**config.mk**
```make
export PLATFORM = sky130hd
export DESIGN_NAME = rfdrc_top
export DESIGN_NICKNAME = d
export VERILOG_FILES = /design/src/inc/rfdrc_pkg.sv /design/src/core/rfdrc_top.sv
export SDC_FILE = /design/constraint.sdc
export NUM_CORES = 1
export LEC_CHECK = 0
export ABC_AREA = 1
export BUFFER_PORTS_ARGS = -buffer_cell sky130_fd_sc_hd__buf_4
export CAP_MARGIN = 5
export CORE_UTILIZATION = 48
export CTS_BUF_LIST = sky130_fd_sc_hd__clkbuf_16
export DETAILED_ROUTE_END_ITERATION = 7
export PLACE_DENSITY = 0.77
export SLEW_MARGIN = 20
export SYNTH_ARGS = -nofsm -noshare
export SYNTH_HDL_FRONTEND = slang
export SYNTH_SLANG_ARGS = --single-unit
```
**constraint.sdc**
```tcl
create_clock -name clk -period 1.5 [get_ports clk]
set_input_delay 0.15 -clock clk [delete_from_list [all_inputs] [get_ports clk]]
set_output_delay 0.15 -clock clk [all_outputs]
set_load 0.01 [all_outputs]
```
**src/inc/rfdrc_pkg.sv**
```systemverilog
// package of constants for the rf driver and receive mode control block
// Function
// - ignore-invalid set: drop invalid streams under four bits, receiver stays active.
// - type B framing drops invalid streams only if start-of-frame-required also set.
// - multi-frame bit clear: receiver switches off after one complete frame.
// - multi-frame bit set: receive and transceive keep running after each frame.
// - multi-frame ends on any non-receive command or host clearing the bit.
// - multi-frame: append error register copy to fifo after each stream that is not dropped.
// - framing field selects type A, active, 212/424 passive, or type B.
// - on-inversion bits invert their antenna output while the driver is enabled.
// - off-inversion bits invert their antenna output while the driver is disabled.
// - continuous-carrier bit makes pin b carry unmodulated carrier, else modulated.
// - field check written with enable refuses enables while external field present.
// - carrier enable makes its pin output carrier modulated by transmit data.
// - auto carrier off switches all drivers off after last transmitted bit.
// - force-full-ask applies 100 percent ask regardless of programmed depth.
// - field wakeup: level detector brings device out of soft power-down.
// - collision-avoid enable performs collision avoidance and sets slot value itself.
// - initial collision avoid performs it and clears itself once carrier on; bit 4 is masked off by the auto control mask and reads zero.
// - auto-enable b switches driver b on active delay after field disappears.
// - auto-enable a switches driver a on active delay after field disappears.
// - with initial bit, driver on only if no field during initial delay.
package rfdrc_pkg;
  // register word indices, byte address is four times the index
  localparam logic [7:0] RFDRC_OFF_RX_MODE = 8'h10;
  localparam logic [7:0] RFDRC_OFF_DRV_CTRL = 8'h14;
  localparam logic [7:0] RFDRC_OFF_AUTO_CTRL = 8'h15;
  localparam logic [7:0] RFDRC_OFF_COMMAND = 8'h18;
  localparam logic [7:0] RFDRC_OFF_ERROR = 8'h1c;
  localparam logic [7:0] RFDRC_OFF_STATUS = 8'h20;
  // reset values
  localparam logic [7:0] RFDRC_RST_RX_MODE = 8'h00;
  localparam logic [7:0] RFDRC_RST_DRV_CTRL = 8'h80;
  localparam logic [7:0] RFDRC_RST_AUTO_CTRL = 8'h00;
  // receive mode fields
  localparam int RFDRC_BIT_IGNORE_INVALID = 3;
  localparam int RFDRC_BIT_MULTI_FRAME = 2;
  localparam int RFDRC_BIT_SOF_REQUIRED = 7;
  localparam int RFDRC_BIT_FRAMING_LO = 0;
  // driver control fields
  localparam int RFDRC_BIT_INV_B_ON = 7;
  localparam int RFDRC_BIT_INV_A_ON = 6;
  localparam int RFDRC_BIT_INV_B_OFF = 5;
  localparam int RFDRC_BIT_INV_A_OFF = 4;
  localparam int RFDRC_BIT_CW_B = 3;
  localparam int RFDRC_BIT_FIELD_CHECK = 2;
  localparam int RFDRC_BIT_EN_B = 1;
  localparam int RFDRC_BIT_EN_A = 0;
  // auto control fields
  localparam int RFDRC_BIT_AUTO_OFF = 7;
  localparam int RFDRC_BIT_FULL_ASK = 6;
  localparam int RFDRC_BIT_WAKEUP = 5;
  localparam int RFDRC_BIT_CA_ON = 3;
  localparam int RFDRC_BIT_INITIAL = 2;
  localparam int RFDRC_BIT_AUTO_B = 1;
  localparam int RFDRC_BIT_AUTO_A = 0;
  localparam logic [7:0] RFDRC_AUTO_MASK = 8'hef;
  localparam int RFDRC_SHORT_BITS = 4;
  // commands
  localparam logic [3:0] RFDRC_CMD_IDLE = 4'h0;
  localparam logic [3:0] RFDRC_CMD_TRANSMIT = 4'h4;
  localparam logic [3:0] RFDRC_CMD_RECEIVE = 4'h8;
  localparam logic [3:0] RFDRC_CMD_TRANSCEIVE = 4'hc;
  // framing codes
  localparam logic [1:0] RFDRC_FRM_TYPE_A = 2'h0;
  localparam logic [1:0] RFDRC_FRM_ACTIVE = 2'h1;
  localparam logic [1:0] RFDRC_FRM_PASSIVE_HI = 2'h2;
  localparam logic [1:0] RFDRC_FRM_TYPE_B = 2'h3;
  // timing
  localparam int RFDRC_CLK_HZ = 10000000;
  localparam int RFDRC_ACTIVE_DELAY_US = 100;
  localparam int RFDRC_INITIAL_DELAY_US = 410;
  localparam int RFDRC_ACTIVE_DELAY_CYC = RFDRC_ACTIVE_DELAY_US * (RFDRC_CLK_HZ / 1000000);
  localparam int RFDRC_INITIAL_DELAY_CYC = RFDRC_INITIAL_DELAY_US * (RFDRC_CLK_HZ / 1000000);
  localparam logic [1:0] RFDRC_RESP_OKAY = 2'h0;
  localparam logic [1:0] RFDRC_RESP_SLVERR = 2'h2;
endpackage : rfdrc_pkg

```
**src/core/rfdrc_top.sv**
```systemverilog
// rf driver control and receive mode control with axi4-lite registers
//
// The AXI4-Lite slave port was chosen for this implementation.
`timescale 1ns/10ps
`default_nettype none
module rfdrc_top #(
  parameter int ACTIVE_DELAY_CYC = rfdrc_pkg::RFDRC_ACTIVE_DELAY_CYC,
  parameter int INITIAL_DELAY_CYC = rfdrc_pkg::RFDRC_INITIAL_DELAY_CYC,
  parameter int CNT_W = 16
) (
  input wire logic clk,
  input wire logic rst,
  input wire logic ce,
  input wire logic [7:0] s_axi_awaddr,
  input wire logic s_axi_awvalid,
  output logic s_axi_awready,
  input wire logic [31:0] s_axi_wdata,
  input wire logic [3:0] s_axi_wstrb,
  input wire logic s_axi_wvalid,
  output logic s_axi_wready,
  output logic [1:0] s_axi_bresp,
  output logic s_axi_bvalid,
  input wire logic s_axi_bready,
  input wire logic [7:0] s_axi_araddr,
  input wire logic s_axi_arvalid,
  output logic s_axi_arready,
  output logic [31:0] s_axi_rdata,
  output logic [1:0] s_axi_rresp,
  output logic s_axi_rvalid,
  input wire logic s_axi_rready,
  input wire logic carrier_clk,
  input wire logic tx_mod_data,
  input wire logic tx_last_bit,
  input wire logic external_field,
  input wire logic rx_stream_end,
  input wire logic rx_stream_invalid,
  input wire logic [7:0] rx_stream_bits,
  input wire logic rx_sof_seen,
  input wire logic soft_power_down,
  output logic antenna_out_a,
  output logic antenna_out_b,
  output logic full_ask,
  output logic wakeup,
  output logic collision_avoid,
  output logic receiver_on,
  output logic [1:0] receive_framing_select,
  output logic fifo_push,
  output logic [7:0] fifo_data
);
  import rfdrc_pkg::*;

  typedef enum logic [1:0] {
    RFDRC_AUTO_IDLE = 2'b00,
    RFDRC_AUTO_WAIT_ACTIVE = 2'b01,
    RFDRC_AUTO_WAIT_INITIAL = 2'b10
  } rfdrc_auto_e;

  // **********************************************************
  // registers
  // **********************************************************
  logic [7:0] receive_mode_control_reg;
  logic [7:0] antenna_driver_control_reg;
  logic [7:0] antenna_auto_control_reg;
  logic [3:0] command_register_reg;
  logic [7:0] error_register_reg;
  rfdrc_auto_e auto_state_reg;
  logic [CNT_W-1:0] delay_cnt_reg;
  logic field_prev_reg;

  // **********************************************************
  // axi4-lite slave
  // **********************************************************
  logic aw_held_reg;
  logic w_held_reg;
  logic [7:0] awaddr_reg;
  logic [31:0] wdata_reg;
  logic wstrb0_reg;
  logic wr_fire;
  logic wr_hit;
  logic [7:0] wbyte;

  assign wr_fire = aw_held_reg && w_held_reg && !s_axi_bvalid;
  assign wbyte = wdata_reg[7:0];
  always_comb begin
    if (awaddr_reg == RFDRC_OFF_RX_MODE) begin
      wr_hit = 1'b1;
    end else if (awaddr_reg == RFDRC_OFF_DRV_CTRL) begin
      wr_hit = 1'b1;
    end else if (awaddr_reg == RFDRC_OFF_AUTO_CTRL) begin
      wr_hit = 1'b1;
    end else if (awaddr_reg == RFDRC_OFF_COMMAND) begin
      wr_hit = 1'b1;
    end else if (awaddr_reg == RFDRC_OFF_ERROR) begin
      wr_hit = 1'b1;
    end else begin
      wr_hit = 1'b0;
    end
  end

  always_ff @(posedge clk) begin
    if (rst) begin
      aw_held_reg <= 1'b0;
      w_held_reg <= 1'b0;
      awaddr_reg <= 8'h00;
      wdata_reg <= 32'h0000_0000;
      wstrb0_reg <= 1'b0;
      s_axi_awready <= 1'b0;
      s_axi_wready <= 1'b0;
      s_axi_bvalid <= 1'b0;
      s_axi_bresp <= RFDRC_RESP_OKAY;
    end else if (ce) begin
      s_axi_awready <= !aw_held_reg && !s_axi_awready && s_axi_awvalid;
      s_axi_wready <= !w_held_reg && !s_axi_wready && s_axi_wvalid;
      if (s_axi_awvalid && s_axi_awready) begin
        aw_held_reg <= 1'b1;
        awaddr_reg <= {2'b00, s_axi_awaddr[7:2]};
      end
      if (s_axi_wvalid && s_axi_wready) begin
        w_held_reg <= 1'b1;
        wdata_reg <= s_axi_wdata;
        wstrb0_reg <= s_axi_wstrb[0];
      end
      if (wr_fire) begin
        aw_held_reg <= 1'b0;
        w_held_reg <= 1'b0;
        s_axi_bvalid <= 1'b1;
        s_axi_bresp <= wr_hit ? RFDRC_RESP_OKAY : RFDRC_RESP_SLVERR;
      end else if (s_axi_bvalid && s_axi_bready) begin
        s_axi_bvalid <= 1'b0;
      end
    end
  end

  logic wr_en;
  assign wr_en = wr_fire && wstrb0_reg;

  logic [7:0] rd_mux;
  logic rd_hit;
  logic [7:0] rd_idx;
  assign rd_idx = {2'b00, s_axi_araddr[7:2]};
  always_comb begin
    rd_hit = 1'b1;
    if (rd_idx == RFDRC_OFF_RX_MODE) begin
      rd_mux = receive_mode_control_reg;
    end else if (rd_idx == RFDRC_OFF_DRV_CTRL) begin
      // field check bit is write only
      rd_mux = antenna_driver_control_reg & ~(8'h01 << RFDRC_BIT_FIELD_CHECK);
    end else if (rd_idx == RFDRC_OFF_AUTO_CTRL) begin
      rd_mux = antenna_auto_control_reg;
    end else if (rd_idx == RFDRC_OFF_COMMAND) begin
      rd_mux = {4'h0, command_register_reg};
    end else if (rd_idx == RFDRC_OFF_ERROR) begin
      rd_mux = error_register_reg;
    end else if (rd_idx == RFDRC_OFF_STATUS) begin
      rd_mux = {3'h0, external_field, receiver_on, auto_state_reg, antenna_out_a};
    end else begin
      rd_mux = 8'h00;
      rd_hit = 1'b0;
    end
  end

  always_ff @(posedge clk) begin
    if (rst) begin
      s_axi_arready <= 1'b0;
      s_axi_rvalid <= 1'b0;
      s_axi_rdata <= 32'h0000_0000;
      s_axi_rresp <= RFDRC_RESP_OKAY;
    end else if (ce) begin
      s_axi_arready <= !s_axi_arready && !s_axi_rvalid && s_axi_arvalid;
      if (s_axi_arvalid && s_axi_arready) begin
        s_axi_rvalid <= 1'b1;
        s_axi_rdata <= {24'h000000, rd_mux};
        s_axi_rresp <= rd_hit ? RFDRC_RESP_OKAY : RFDRC_RESP_SLVERR;
      end else if (s_axi_rvalid && s_axi_rready) begin
        s_axi_rvalid <= 1'b0;
      end
    end
  end

  // **********************************************************
  // receive mode and command
  // **********************************************************
  logic multi;
  logic short_invalid;
  logic discard;
  logic cmd_is_rx;
  assign multi = receive_mode_control_reg[RFDRC_BIT_MULTI_FRAME];
  assign cmd_is_rx = (command_register_reg == RFDRC_CMD_RECEIVE) ||
                     (command_register_reg == RFDRC_CMD_TRANSCEIVE);
  assign short_invalid = rx_stream_invalid && (rx_stream_bits < 8'(RFDRC_SHORT_BITS));
  always_comb begin
    discard = receive_mode_control_reg[RFDRC_BIT_IGNORE_INVALID] && short_invalid;
    if (receive_mode_control_reg[1:0] == RFDRC_FRM_TYPE_B) begin
      discard = discard && receive_mode_control_reg[RFDRC_BIT_SOF_REQUIRED];
    end
  end

  always_ff @(posedge clk) begin
    if (rst) begin
      receive_mode_control_reg <= RFDRC_RST_RX_MODE;
    end else if (ce && wr_en && awaddr_reg == RFDRC_OFF_RX_MODE) begin
      receive_mode_control_reg <= wbyte; // host clearing multi bit stops reception after the next frame
    end
  end

  always_ff @(posedge clk) begin
    if (rst) begin
      command_register_reg <= RFDRC_CMD_IDLE;
    end else if (ce) begin
      if (wr_en && awaddr_reg == RFDRC_OFF_COMMAND) begin
        command_register_reg <= wbyte[3:0];
      end else if (cmd_is_rx && rx_stream_end && !discard && !multi) begin
        command_register_reg <= RFDRC_CMD_IDLE;
      end else if (command_register_reg == RFDRC_CMD_TRANSMIT && tx_last_bit) begin
        command_register_reg <= RFDRC_CMD_IDLE;
      end
    end
  end

  always_ff @(posedge clk) begin
    if (rst) begin
      error_register_reg <= 8'h00;
    end else if (ce) begin
      if (wr_en && awaddr_reg == RFDRC_OFF_ERROR) begin
        error_register_reg <= wbyte;
      end
      if (cmd_is_rx && rx_stream_end && rx_stream_invalid && !discard) begin
        error_register_reg[0] <= 1'b1;
      end
    end
  end

  always_ff @(posedge clk) begin
    if (rst) begin
      receiver_on <= 1'b0;
      fifo_push <= 1'b0;
      fifo_data <= 8'h00;
      receive_framing_select <= RFDRC_FRM_TYPE_A;
    end else if (ce) begin
      receive_framing_select <= receive_mode_control_reg[1:0];
      receiver_on <= cmd_is_rx && !(rx_stream_end && !discard && !multi);
      fifo_push <= cmd_is_rx && multi && rx_stream_end && !discard;
      fifo_data <= error_register_reg;
    end
  end

  // **********************************************************
  // antenna driver control
  // **********************************************************
  logic [7:0] drv_wr;
  logic field_fall;
  logic auto_fire;
  assign field_fall = field_prev_reg && !external_field;
  always_comb begin
    drv_wr = wbyte;
    if (wbyte[RFDRC_BIT_FIELD_CHECK] && external_field) begin
      drv_wr[RFDRC_BIT_EN_B] = antenna_driver_control_reg[RFDRC_BIT_EN_B];
      drv_wr[RFDRC_BIT_EN_A] = antenna_driver_control_reg[RFDRC_BIT_EN_A];
    end
  end

  always_ff @(posedge clk) begin
    if (rst) begin
      antenna_driver_control_reg <= RFDRC_RST_DRV_CTRL;
    end else if (ce) begin
      if (wr_en && awaddr_reg == RFDRC_OFF_DRV_CTRL) begin
        antenna_driver_control_reg <= drv_wr;
      end else if (auto_fire) begin
        antenna_driver_control_reg[RFDRC_BIT_EN_B] <= 
          antenna_driver_control_reg[RFDRC_BIT_EN_B] |
          antenna_auto_control_reg[RFDRC_BIT_AUTO_B];
        antenna_driver_control_reg[RFDRC_BIT_EN_A] <= 
          antenna_driver_control_reg[RFDRC_BIT_EN_A] |
          antenna_auto_control_reg[RFDRC_BIT_AUTO_A];
      end else if (antenna_auto_control_reg[RFDRC_BIT_AUTO_OFF] && tx_last_bit) begin
        antenna_driver_control_reg[RFDRC_BIT_EN_B] <= 1'b0;
        antenna_driver_control_reg[RFDRC_BIT_EN_A] <= 1'b0;
      end
    end
  end

  always_ff @(posedge clk) begin
    if (rst) begin
      antenna_auto_control_reg <= RFDRC_RST_AUTO_CTRL;
    end else if (ce) begin
      if (wr_en && awaddr_reg == RFDRC_OFF_AUTO_CTRL) begin
        antenna_auto_control_reg <= wbyte & RFDRC_AUTO_MASK;
      end else if (auto_fire && auto_state_reg == RFDRC_AUTO_WAIT_INITIAL) begin
        antenna_auto_control_reg[RFDRC_BIT_INITIAL] <= 1'b0;
      end
    end
  end

  // auto switch-on sequencer
  logic auto_any;
  assign auto_any = antenna_auto_control_reg[RFDRC_BIT_AUTO_B] |
                    antenna_auto_control_reg[RFDRC_BIT_AUTO_A];
  assign auto_fire = (auto_state_reg != RFDRC_AUTO_IDLE) && delay_cnt_reg == '0 &&
                     !external_field;

  always_ff @(posedge clk) begin
    if (rst) begin
      field_prev_reg <= 1'b0;
    end else if (ce) begin
      field_prev_reg <= external_field;
    end
  end

  always_ff @(posedge clk) begin
    if (rst) begin
      auto_state_reg <= RFDRC_AUTO_IDLE;
      delay_cnt_reg <= '0;
    end else if (ce) begin
      case (auto_state_reg)
        RFDRC_AUTO_IDLE: begin
          if (auto_any && antenna_auto_control_reg[RFDRC_BIT_INITIAL] && !external_field) begin
            auto_state_reg <= RFDRC_AUTO_WAIT_INITIAL;
            delay_cnt_reg <= CNT_W'(INITIAL_DELAY_CYC - 1);
          end else if (auto_any && field_fall) begin
            auto_state_reg <= RFDRC_AUTO_WAIT_ACTIVE;
            delay_cnt_reg <= CNT_W'(ACTIVE_DELAY_CYC - 1);
          end
        end
        RFDRC_AUTO_WAIT_ACTIVE, RFDRC_AUTO_WAIT_INITIAL: begin
          if (external_field || !auto_any) begin
            auto_state_reg <= RFDRC_AUTO_IDLE;
          end else if (delay_cnt_reg == '0) begin
            auto_state_reg <= RFDRC_AUTO_IDLE;
          end else begin
            delay_cnt_reg <= delay_cnt_reg - 1'b1;
          end
        end
        default: begin
          auto_state_reg <= RFDRC_AUTO_IDLE;
        end
      endcase
    end
  end

  // **********************************************************
  // antenna outputs
  // **********************************************************
  logic en_a;
  logic en_b;
  logic mod_b;
  assign en_a = antenna_driver_control_reg[RFDRC_BIT_EN_A];
  assign en_b = antenna_driver_control_reg[RFDRC_BIT_EN_B];
  assign mod_b = antenna_driver_control_reg[RFDRC_BIT_CW_B] ? carrier_clk :
                 (carrier_clk & tx_mod_data);

  always_ff @(posedge clk) begin
    if (rst) begin
      antenna_out_a <= 1'b0;
      antenna_out_b <= 1'b0;
      full_ask <= 1'b0;
      wakeup <= 1'b0;
      collision_avoid <= 1'b0;
    end else if (ce) begin
      antenna_out_a <= en_a ?
        ((carrier_clk & tx_mod_data) ^ antenna_driver_control_reg[RFDRC_BIT_INV_A_ON]) :
        antenna_driver_control_reg[RFDRC_BIT_INV_A_OFF];
      antenna_out_b <= en_b ? (mod_b ^ antenna_driver_control_reg[RFDRC_BIT_INV_B_ON]) :
        antenna_driver_control_reg[RFDRC_BIT_INV_B_OFF];
      full_ask <= antenna_auto_control_reg[RFDRC_BIT_FULL_ASK];
      wakeup <= antenna_auto_control_reg[RFDRC_BIT_WAKEUP] && soft_power_down &&
                external_field;
      collision_avoid <= antenna_auto_control_reg[RFDRC_BIT_CA_ON];
    end
  end
endmodule : rfdrc_top
`default_nettype wire

```
==> flow_summary.toml, run 1 <==
[pwr]
p_sw_frac = 0.316
powerDensity_nw_per_um2 = 1010
power_frac_seq = 0.428
intPower_w = 0.00456
power_frac_clock = 0.355
leakage_nw = 2.94
pwr-share-comb = 0.216
p_switching_w = 0.00211
vdd_ir_drop_max_mv = 0.588
p_total_w = 0.00666

[setup_path]
start_kind = "register"
arrival_ps = 1850
r2r_slack_ps = -80
path_max_fanout = 7
crit_type = "register to register"
cp.required_ps = 1770
cp-end-kind = "register"
timing.rr.start = "auto_state_reg[0]$_SDFFE_PP0P_"
crit_start = "auto_state_reg[0]$_SDFFE_PP0P_"

[yosys]
synth_edf_count = 0
async_flop_share = 0
netlist.area_leader.share = 0.398
netlist_area_um2 = 5120
syn-mean-instance-area_um2 = 6.82
synth_area_leader_cell = "dfxtp_1"
synth-warning-count = 0
yosysUniqueCellTypes = 37
synthTopCellsByArea = "dfxtp_1, nand2_1, a21oi_1"
syn_inst = 751
synth-seq-cells = 102
ys_seq_area_frac = 0.398
ys.flop_type = "dfxtp_1"

[sta]
maxSlewViolCount = 0
finalHoldViolCount = 0
rsz0062_at_grt = "true"
fin_skew_ps = 8.29
fin_tns_setup_ps = -421
post-route-period-util = 1.06
timing.fmax_mhz = 632
setup_viol = 13
final.setup.worst_slack_ps = -83.2
period_minus_slack_ps = 1580

[hold_path]
hold_start = "s_axi_wdata[1]"
min_path_type = "primary input to register"

[detailed_routing]
dr.first_iter.drc_count = 373
firstDrtPassIters = 5
remaining_drc_errors = 0
ant_nets = 0
vias = 5390
avgViaCountPerCell = 5.35
wl_um = 14600
routedWlPerCell_um = 14.5

[placement]
dp_hpwl_um = 10200
port_buffers = 73
gp_congestion = 0.912

[floorplanning]
io_pins = 134
rows = 37
die_x_um = 105
die-height_um = 105
start_util = 0.496
die_area_um2 = 11100
core_um2 = 10300

[clock_tree]
htreeDepth = 3
numCtsBuffers = 9
cts.sinks = 102
clkTransAtPathRegs_ps = 80
worstSkewPairLatency_ps = 350
cts_tree = "done"
cts_hold_buf = 0
clockBufferDepth = 2
root_buffer = "clkbuf_16"

[grt]
grt.total_usage = 0.257
grt_pass1_wl_um = 22600
grt-ovfl-total = 0
first_global_vias = 4681
grt_antenna_before_repair = 0
grt_max_degree = 68

[status]
status = "finished, violations left"
violations = "setup timing"

[finish]
area_growth_pct = 29.0
drive_gt1_frac = 0.263
finalNetCount = 945
diodes = 0
largest_register_ffs = 16

[job]
drv_cap = 0
cells in the mapped netlist (2+ instances only):
master    count
nand2_1     147
nor2_1      103
nor2_2        7
o21ai_0      72
ha_1          3
nor2_4        6
nand3_2       2
nand3_1      43
buf_1         2
dfxtp_1     102
a211oi_1      6
o21a_1        2
o211ai_1      2
nand4_2       3
buf_6         2
a21oi_1      85
nor3_1        3
nand2_2       2
o22ai_1       2
buf_4        27
clkbuf_1     14
inv_1        78
xor2_1        3
nand4_1      13
buf_2         6
a31oi_1       2
a22oi_1       2
xnor2_1       3
critical path, cell delays in order, from the launching register on:
cell and delay [ps]:
dfxtp_2 340, inv_2 50, ha_4 270, inv_4 60, nor2_2 40, nor2_4 90
nand3_2 90, nor2_4 190, buf_6 180, nand2_1 70, a21oi_1 130
what timing repair did:
action | CTS | global route
buffers inserted | 2 | 12
pin swaps | 12 | 28
gates resized for setup | 19 | 50
gates cloned | 1 | 0
endpoints found under the setup margin | 21 | 39
area by class of cell:
cell class	instances	area (um^2)
sequential	102	2050
tap	136	170
inverter	81	312
fill	910	3710
multi-input combinational	543	2790
timing repair buffer	129	988
clock buffer	9	225
clock inverter	7	72.6
final timing paths:
path                                   endpoint  cells after the start
hold / removal        wdata_reg[1]$_SDFFE_PP0P_                      3
setup / recovery  delay_cnt_reg[0]$_SDFFE_PP0P_                     10
hold reg to reg          fifo_push$_SDFFE_PP0P_                      2
setup reg to reg  delay_cnt_reg[0]$_SDFFE_PP0P_                     10
stage by stage:
step	instance area, um^2	instances	hold WS, ps	setup WS (ps)	utilization
finish	6610	1007	86.5	-83.2	0.640
global route	6610	1007	91.2	-161	0.640
CTS	6380	995	75.6	-65.6	0.618
detailed placement	5990	976	440	-97.9	0.581
global placement	5990	976	427	-29.4	0.581
floorplan	5270	776	299	-11.9	-
cell usage in the layout, fill, tap and decap left out, types with 3 or more instances in the layout:
cell	n
nand2_1	134
buf_4	126
dfxtp_1	95
nor2_1	87
a21oi_1	78
o21ai_0	69
inv_1	68
nand3_1	41
conb_1	26
nor2_2	15
nor2_4	14
nand4_1	13
nand2_2	12
inv_2	9
clkbuf_16	9
a21oi_2	8
a211oi_1	6
dfxtp_2	6
nand3_2	4
o21ai_1	4
inv_4	3
nand2_4	3
nand4_4	3
xor2_1	3
xnor2_1	3
inv_8	3
layer usage:
| metal | wire [um] | global-route usage | vias up |
|---|---|---|---|
| li1 | - | - | 2628 |
| met1 | 6210 | 0.335 | 2470 |
| met2 | 6880 | 0.424 | 252 |
| met3 | 1170 | 0.0470 | 40 |
| met4 | 379 | 0.0905 | 0 |
| met5 | 0 | 0 | - |
kinds of logic (layout without fill, tap and decap cells):
family                   after synthesis  count (layout)  synth area share
AO/OA/AOI/OAI                        175             175             0.178
XOR/XNOR                               6               6            0.0103
adder cells (fa/ha/maj)                3               3           0.00732
buffers and inverters                132             226             0.121
flip-flops                           102             102             0.398
other                                  1              26          0.000732
AND/OR/NAND/NOR                      332             333             0.284
power by group through the flow:
stage | logic [W] | registers (W) | clock network [W]
floorplan | 0.000863 | 0.00291 | 0
global placement | 0.00118 | 0.00290 | 0
detailed placement | 0.00121 | 0.00291 | 0
CTS | 0.00129 | 0.00285 | 0.00238
global route | 0.00158 | 0.00286 | 0.00250
finish | 0.00144 | 0.00285 | 0.00237
No activity file was read; power rests on OpenSTA's default activity.
==> run 2, diff against run 1 <==
--- a/config.mk
+++ b/config.mk
@@ -8,6 +8,7 @@
 export ABC_AREA = 1
 export BUFFER_PORTS_ARGS = -buffer_cell sky130_fd_sc_hd__buf_4
 export CAP_MARGIN = 5
+export CORE_ASPECT_RATIO = 1.2
 export CORE_UTILIZATION = 48
 export CTS_BUF_LIST = sky130_fd_sc_hd__clkbuf_16
 export DETAILED_ROUTE_END_ITERATION = 7
==> run 2 against run 1 <==
The run still ends with setup timing left. Clock skew is 2.5 ps lower. Worst hold slack lost 25 ps. Cell count is 0.99% lower. Largest power group unchanged. Sequential cell count is the same. Register-to-register slack improved by 40 ps. Non-clock buffer count is 1 higher. Global-route usage rose by 0.69 points. Critical path type unchanged. Worst setup slack improved by 39 ps. Fmax grew 2.5%.
==> flow_summary.toml, run 2 (synthesized netlist as in run 1, its figures left out) <==
[status]
status = "finished, violations left"
violations = "setup timing"

[clock_tree]
htreeDepth = 3
cts_hold_buf = 0
cts_tree = "done"
cts.sinks = 102
clkTransAtPathRegs_ps = 70
numCtsBuffers = 9
clockBufferDepth = 2
worstSkewPairLatency_ps = 350
root_buffer = "clkbuf_16"

[detailed_routing]
avgViaCountPerCell = 5.35
vias = 5336
firstDrtPassIters = 6
wl_um = 14500
routedWlPerCell_um = 14.5
ant_nets = 0
dr.first_iter.drc_count = 304
remaining_drc_errors = 0

[hold_path]
min_path_type = "primary input to register"
hold_depth = 4

[floorplanning]
die_area_um2 = 11100
start_util = 0.502
die-height_um = 115
io_pins = 134
die_x_um = 96.3
rows = 40
core_um2 = 10200

[finish]
diodes = 0
area_growth_pct = 28.4
largest_register_ffs = 16
drive_gt1_frac = 0.263
design_area_um2 = 6580
stdcell_count = 997
n_fill_cell = 925
final_util = 0.645
finalNetCount = 945
final_cell_mix = "nand2_1, buf_4, dfxtp_1"
layout_commonest_cell = "nand2_1"

[placement]
dp_hpwl_um = 10700
placed_cell_area_um2 = 6020
pre_cts_ws_ps = -74.6
dp_cells = 969
gp_congestion = 0.949
port_buffers = 73

[setup_path]
cp.required_ps = 1730
start_kind = "register"
r2r_slack_ps = -40
reg2regPathDepth = 11
cp-end-kind = "register"
path_max_fanout = 8
crit_type = "register to register"
arrival_ps = 1770

[sta]
fin_skew_ps = 5.74
finalHoldViolCount = 0
setup_viol = 14
post-route-period-util = 1.03
period_minus_slack_ps = 1540
maxSlewViolCount = 0
timing.fmax_mhz = 647
rsz0062_at_grt = "true"
final.setup.worst_slack_ps = -44.6

[pwr]
leakage_nw = 2.92
vdd_ir_drop_max_mv = 0.667
powerDensity_nw_per_um2 = 985

[grt]
grt.total_usage = 0.264
grt-ovfl-total = 0
first_global_vias = 4831
grt_max_degree = 68
grt_pass1_wl_um = 22500
grt_antenna_before_repair = 0

[job]
drv_cap = 0
run 2: changes by cell type in the layout (fill, tap and decap cells not counted), sizes merged:
cell      previous run  this run
buf                129       130
clkinvlp             0         2
inv                 84        82
nand4               17        16
run 2: final cells by class:
type	instances	area [um^2]	share of cell area
multi-input combinational	542	2790	0.423
clock buffer	9	225	0.0342
clock inverter	7	46.3	0.00703
sequential	102	2050	0.312
timing repair buffer	130	1000	0.153
tap	126	158	0.0240
inverter	81	312	0.0473
run 2: report_power, final:
group	switching (W)	internal (W)
Combinational	0.000821	0.000596
Sequential	0.0000722	0.00279
Clock	0.00108	0.00113
Total	0.00198	0.00451
run 2: layer usage:
metal  wire length [um]  part of all wire  GRT usage  vias up
met5                  0                 0          0        -
met4                429             0.030      0.124        0
met3                630             0.043     0.0298       34
met2               7570              0.52      0.467      153
met1               5880              0.41      0.315     2522
li1                   -                 -          -     2627
run 2: path summary, 6_finish.rpt:
check                                                                 to                                     start
worst max register to register            delay_cnt_reg[12]$_SDFFE_PP0P_            auto_state_reg[1]$_SDFFE_PP0P_
worst min-delay path                           s_axi_bvalid$_SDFFE_PP0P_                              s_axi_bready
worst min register to register  receive_mode_control_reg[6]$_SDFFE_PP0P_  receive_mode_control_reg[6]$_SDFFE_PP0P_
worst max-delay path                      delay_cnt_reg[12]$_SDFFE_PP0P_            auto_state_reg[1]$_SDFFE_PP0P_
run 2: through the flow:
step | power (W) | hold slack [ps] | setup TNS [ps]
after CTS | 0.00636 | 70.7 | -75.5
after global routing | 0.00675 | 84.4 | -1680
final | 0.00648 | 61.2 | -285
after floorplan | 0.00377 | 299 | -102
after global placement | 0.00413 | 425 | -295
after detailed placement | 0.00416 | 431 | -528
run 2: worst max-delay path, stage by stage (launching register included):
cell,delay (ps)
dfxtp_2,340
inv_2,40
ha_4,250
inv_4,80
nor2_4,40
nor2_4,140
nand3_2,100
nor2_4,160
buf_6,150
nand2_2,40
nand2_1,50
nor2_1,40
run 2: what timing repair did:
| item | CTS | global route |
|---|---|---|
| endpoints found under the setup margin | 19 | 45 |
| resized for setup | 16 | 55 |
| buffers inserted | 4 | 8 |
| pin swaps | 9 | 25 |
==> run 3, diff against run 2 <==
--- a/config.mk
+++ b/config.mk
@@ -5,7 +5,6 @@
 export SDC_FILE = /design/constraint.sdc
 export NUM_CORES = 1
 export LEC_CHECK = 0
-export ABC_AREA = 1
 export BUFFER_PORTS_ARGS = -buffer_cell sky130_fd_sc_hd__buf_4
 export CAP_MARGIN = 5
 export CORE_ASPECT_RATIO = 1.2
==> run 3 against run 2 <==
The flow still finishes with violations (setup timing). Synthesized cell count shrank 22%. Clock power increased by 9%. Critical endpoint is now delay_cnt_reg[6]$_SDFFE_PP0P_. Largest cell class unchanged. Critical path depth is 2 lower. Combinational power shrank 71%. Routed wire length is 4.2% higher. Worst hold slack worse by 35 ps. Highest routed layer unchanged. Non-clock buffer count is 52 higher.
==> flow_summary.toml, run 3 <==
[status]
status = "finished, violations left"
violations = "setup timing"

[placement]
gp_congestion = 0.913
port_buffers = 73
dp_hpwl_um = 10200

[yosys]
synth-seq-cells = 102
async_flop_share = 0
synthTopCellsByCount = "dfxtp_1, nor2_1, a21oi_1, nand2_1, mux2i_1"
netlist.area_leader.share = 0.409
yosysUniqueCellTypes = 67
synth_edf_count = 0
syn-mean-instance-area_um2 = 8.51
synth-warning-count = 0
ys_seq_area_frac = 0.409
netlist_area_um2 = 4990
post-synth-top-count-cell = "dfxtp_1"
syn_inst = 587
ys.flop_type = "dfxtp_1"
synthTopCellsByArea = "dfxtp_1, mux2i_1, nor2_1"
synth_area_leader_cell = "dfxtp_1"

[sta]
fin_tns_setup_ps = -13770
final.setup.worst_slack_ps = -677
timing.fmax_mhz = 459
period_minus_slack_ps = 2180
post-route-period-util = 1.45
fin_skew_ps = 6.14
rsz0062_at_grt = "true"
worst_pin_slew_ps = 570
maxSlewViolCount = 0
max_slew_margin = 0.619
setup_viol = 39
finalHoldViolCount = 0

[finish]
finalNetCount = 827
largest_register_ffs = 16
area_growth_pct = 40.0
final_cell_mix = "buf_4, dfxtp_1, nor2_1"
drive_gt1_frac = 0.356
layout_commonest_cell = "buf_4"
diodes = 0

[clock_tree]
clockBufferDepth = 2
cts.sinks = 102
clkTransAtPathRegs_ps = 80
numCtsBuffers = 9
htreeDepth = 3
root_buffer = "clkbuf_16"
cts_tree = "done"
worstSkewPairLatency_ps = 360

[setup_path]
start_kind = "register"
path_max_fanout = 10
cp.required_ps = 1780
cp-end-kind = "register"
crit_path_top_delay_cell = "or3b_4"
path_cells = "inv_2, ha_4, or3b_4, or3_4, o311ai_4, buf_6, buf_6, o21ai_1, a21oi_1"
arrival_ps = 2450
crit_type = "register to register"
cpPeakStageDelay_ps = 380
path_common_cell = "buf_6"

[pwr]
leakage_nw = 2.84
powerDensity_nw_per_um2 = 794
p_total_w = 0.00555
vdd_ir_drop_max_mv = 0.574

[job]
drv_cap = 0

[detailed_routing]
dr.first_iter.drc_count = 348
ant_nets = 0
vias = 5084
routedWlPerCell_um = 17.2
wl_um = 15100
firstDrtPassIters = 6
remaining_drc_errors = 0
avgViaCountPerCell = 5.78

[grt]
grt_max_degree = 55
grt_pass1_wl_um = 23500
grt_antenna_before_repair = 0
grt.total_usage = 0.278
grt-ovfl-total = 0
first_global_vias = 4820

[floorplanning]
core_um2 = 10100
io_pins = 134
die-height_um = 114
rows = 40
start_util = 0.497
die_area_um2 = 10800
die_x_um = 95.1

[hold_path]
min_path_type = "primary input to register"
==> run 3: layer usage <==
metal | GRT usage | vias to the layer above | wire [um]
met1 | 0.342 | 2405 | 5980
met5 | 0 | - | 0
met3 | 0.0480 | 53 | 923
met4 | 0.142 | 0 | 503
li1 | - | 2389 | -
met2 | 0.462 | 237 | 7700
==> run 3: layout make-up <==
class / count / area (um^2)
clock buffers: 9 / 225
clock inverters: 7 / 82.6
fillers: 732 / 3070
inverters: 13 / 48.8
multi-input cells: 440 / 2950
flip-flops and latches: 102 / 2050
well taps: 126 / 158
repair buffers: 182 / 1480
==> run 3: metrics by stage <==
stage	setup WS [ps]	area [um^2]	util	hold slack, ps	std cells
2_1_floorplan	-560	5210	-	286	612
3_3_place_gp	-583	6300	0.627	383	847
3_5_place_dp	-654	6300	0.627	393	847
4_1_cts	-606	6840	0.680	29.3	871
5_1_grt	-730	6990	0.695	33.5	879
6_report	-677	6990	0.695	26.2	879
==> run 3: kinds of logic after synthesis <==
family,after synthesis,synth area share
xor+xnor,2,0.00351
flops,102,0.409
simple gates,230,0.234
compound gates,130,0.170
fa+ha+maj,3,0.00752
buf+inv,70,0.0772
mux,49,0.0984
other cells,1,0.000751
==> run 3: critical path: cells and delay by family, from the launching register on <==
| kind | cells | cell delay (ps) |
|---|---|---|
| simple gates | 2 | 760 |
| compound gates | 3 | 500 |
| buf+inv | 3 | 380 |
| flops | 1 | 330 |
| fa+ha+maj | 1 | 130 |
==> run 3: where the power goes <==
part | internal, W | switching (W)
sequential | 0.00272 | 0.0000181
clock | 0.00120 | 0.00120
combinational | 0.000186 | 0.000228
==> run 3: repair_timing <==
action                                 CTS  global route
cloned                                   1             2
pin swaps                               17            12
setup endpoints to repair               51            53
hold buffers                             0             0
buffers inserted                         7             6
resized for setup                       39            27
endpoints found under the hold margin    0             0
==> run 3: final timing paths <==
path                                       from                             to  slack, ps  depth (start not counted)
setup / recovery  delay_cnt_reg[1]$_SDFFE_PP0P_  delay_cnt_reg[6]$_SDFFE_PP0P_       -680                          9
hold / removal                  s_axi_awaddr[7]     awaddr_reg[5]$_SDFFE_PP0P_         30                          3
hold reg to reg     s_axi_bresp[1]$_SDFFE_PP0P_    s_axi_bresp[1]$_SDFFE_PP0P_        460                          2
setup reg to reg  delay_cnt_reg[1]$_SDFFE_PP0P_  delay_cnt_reg[6]$_SDFFE_PP0P_       -680                          9
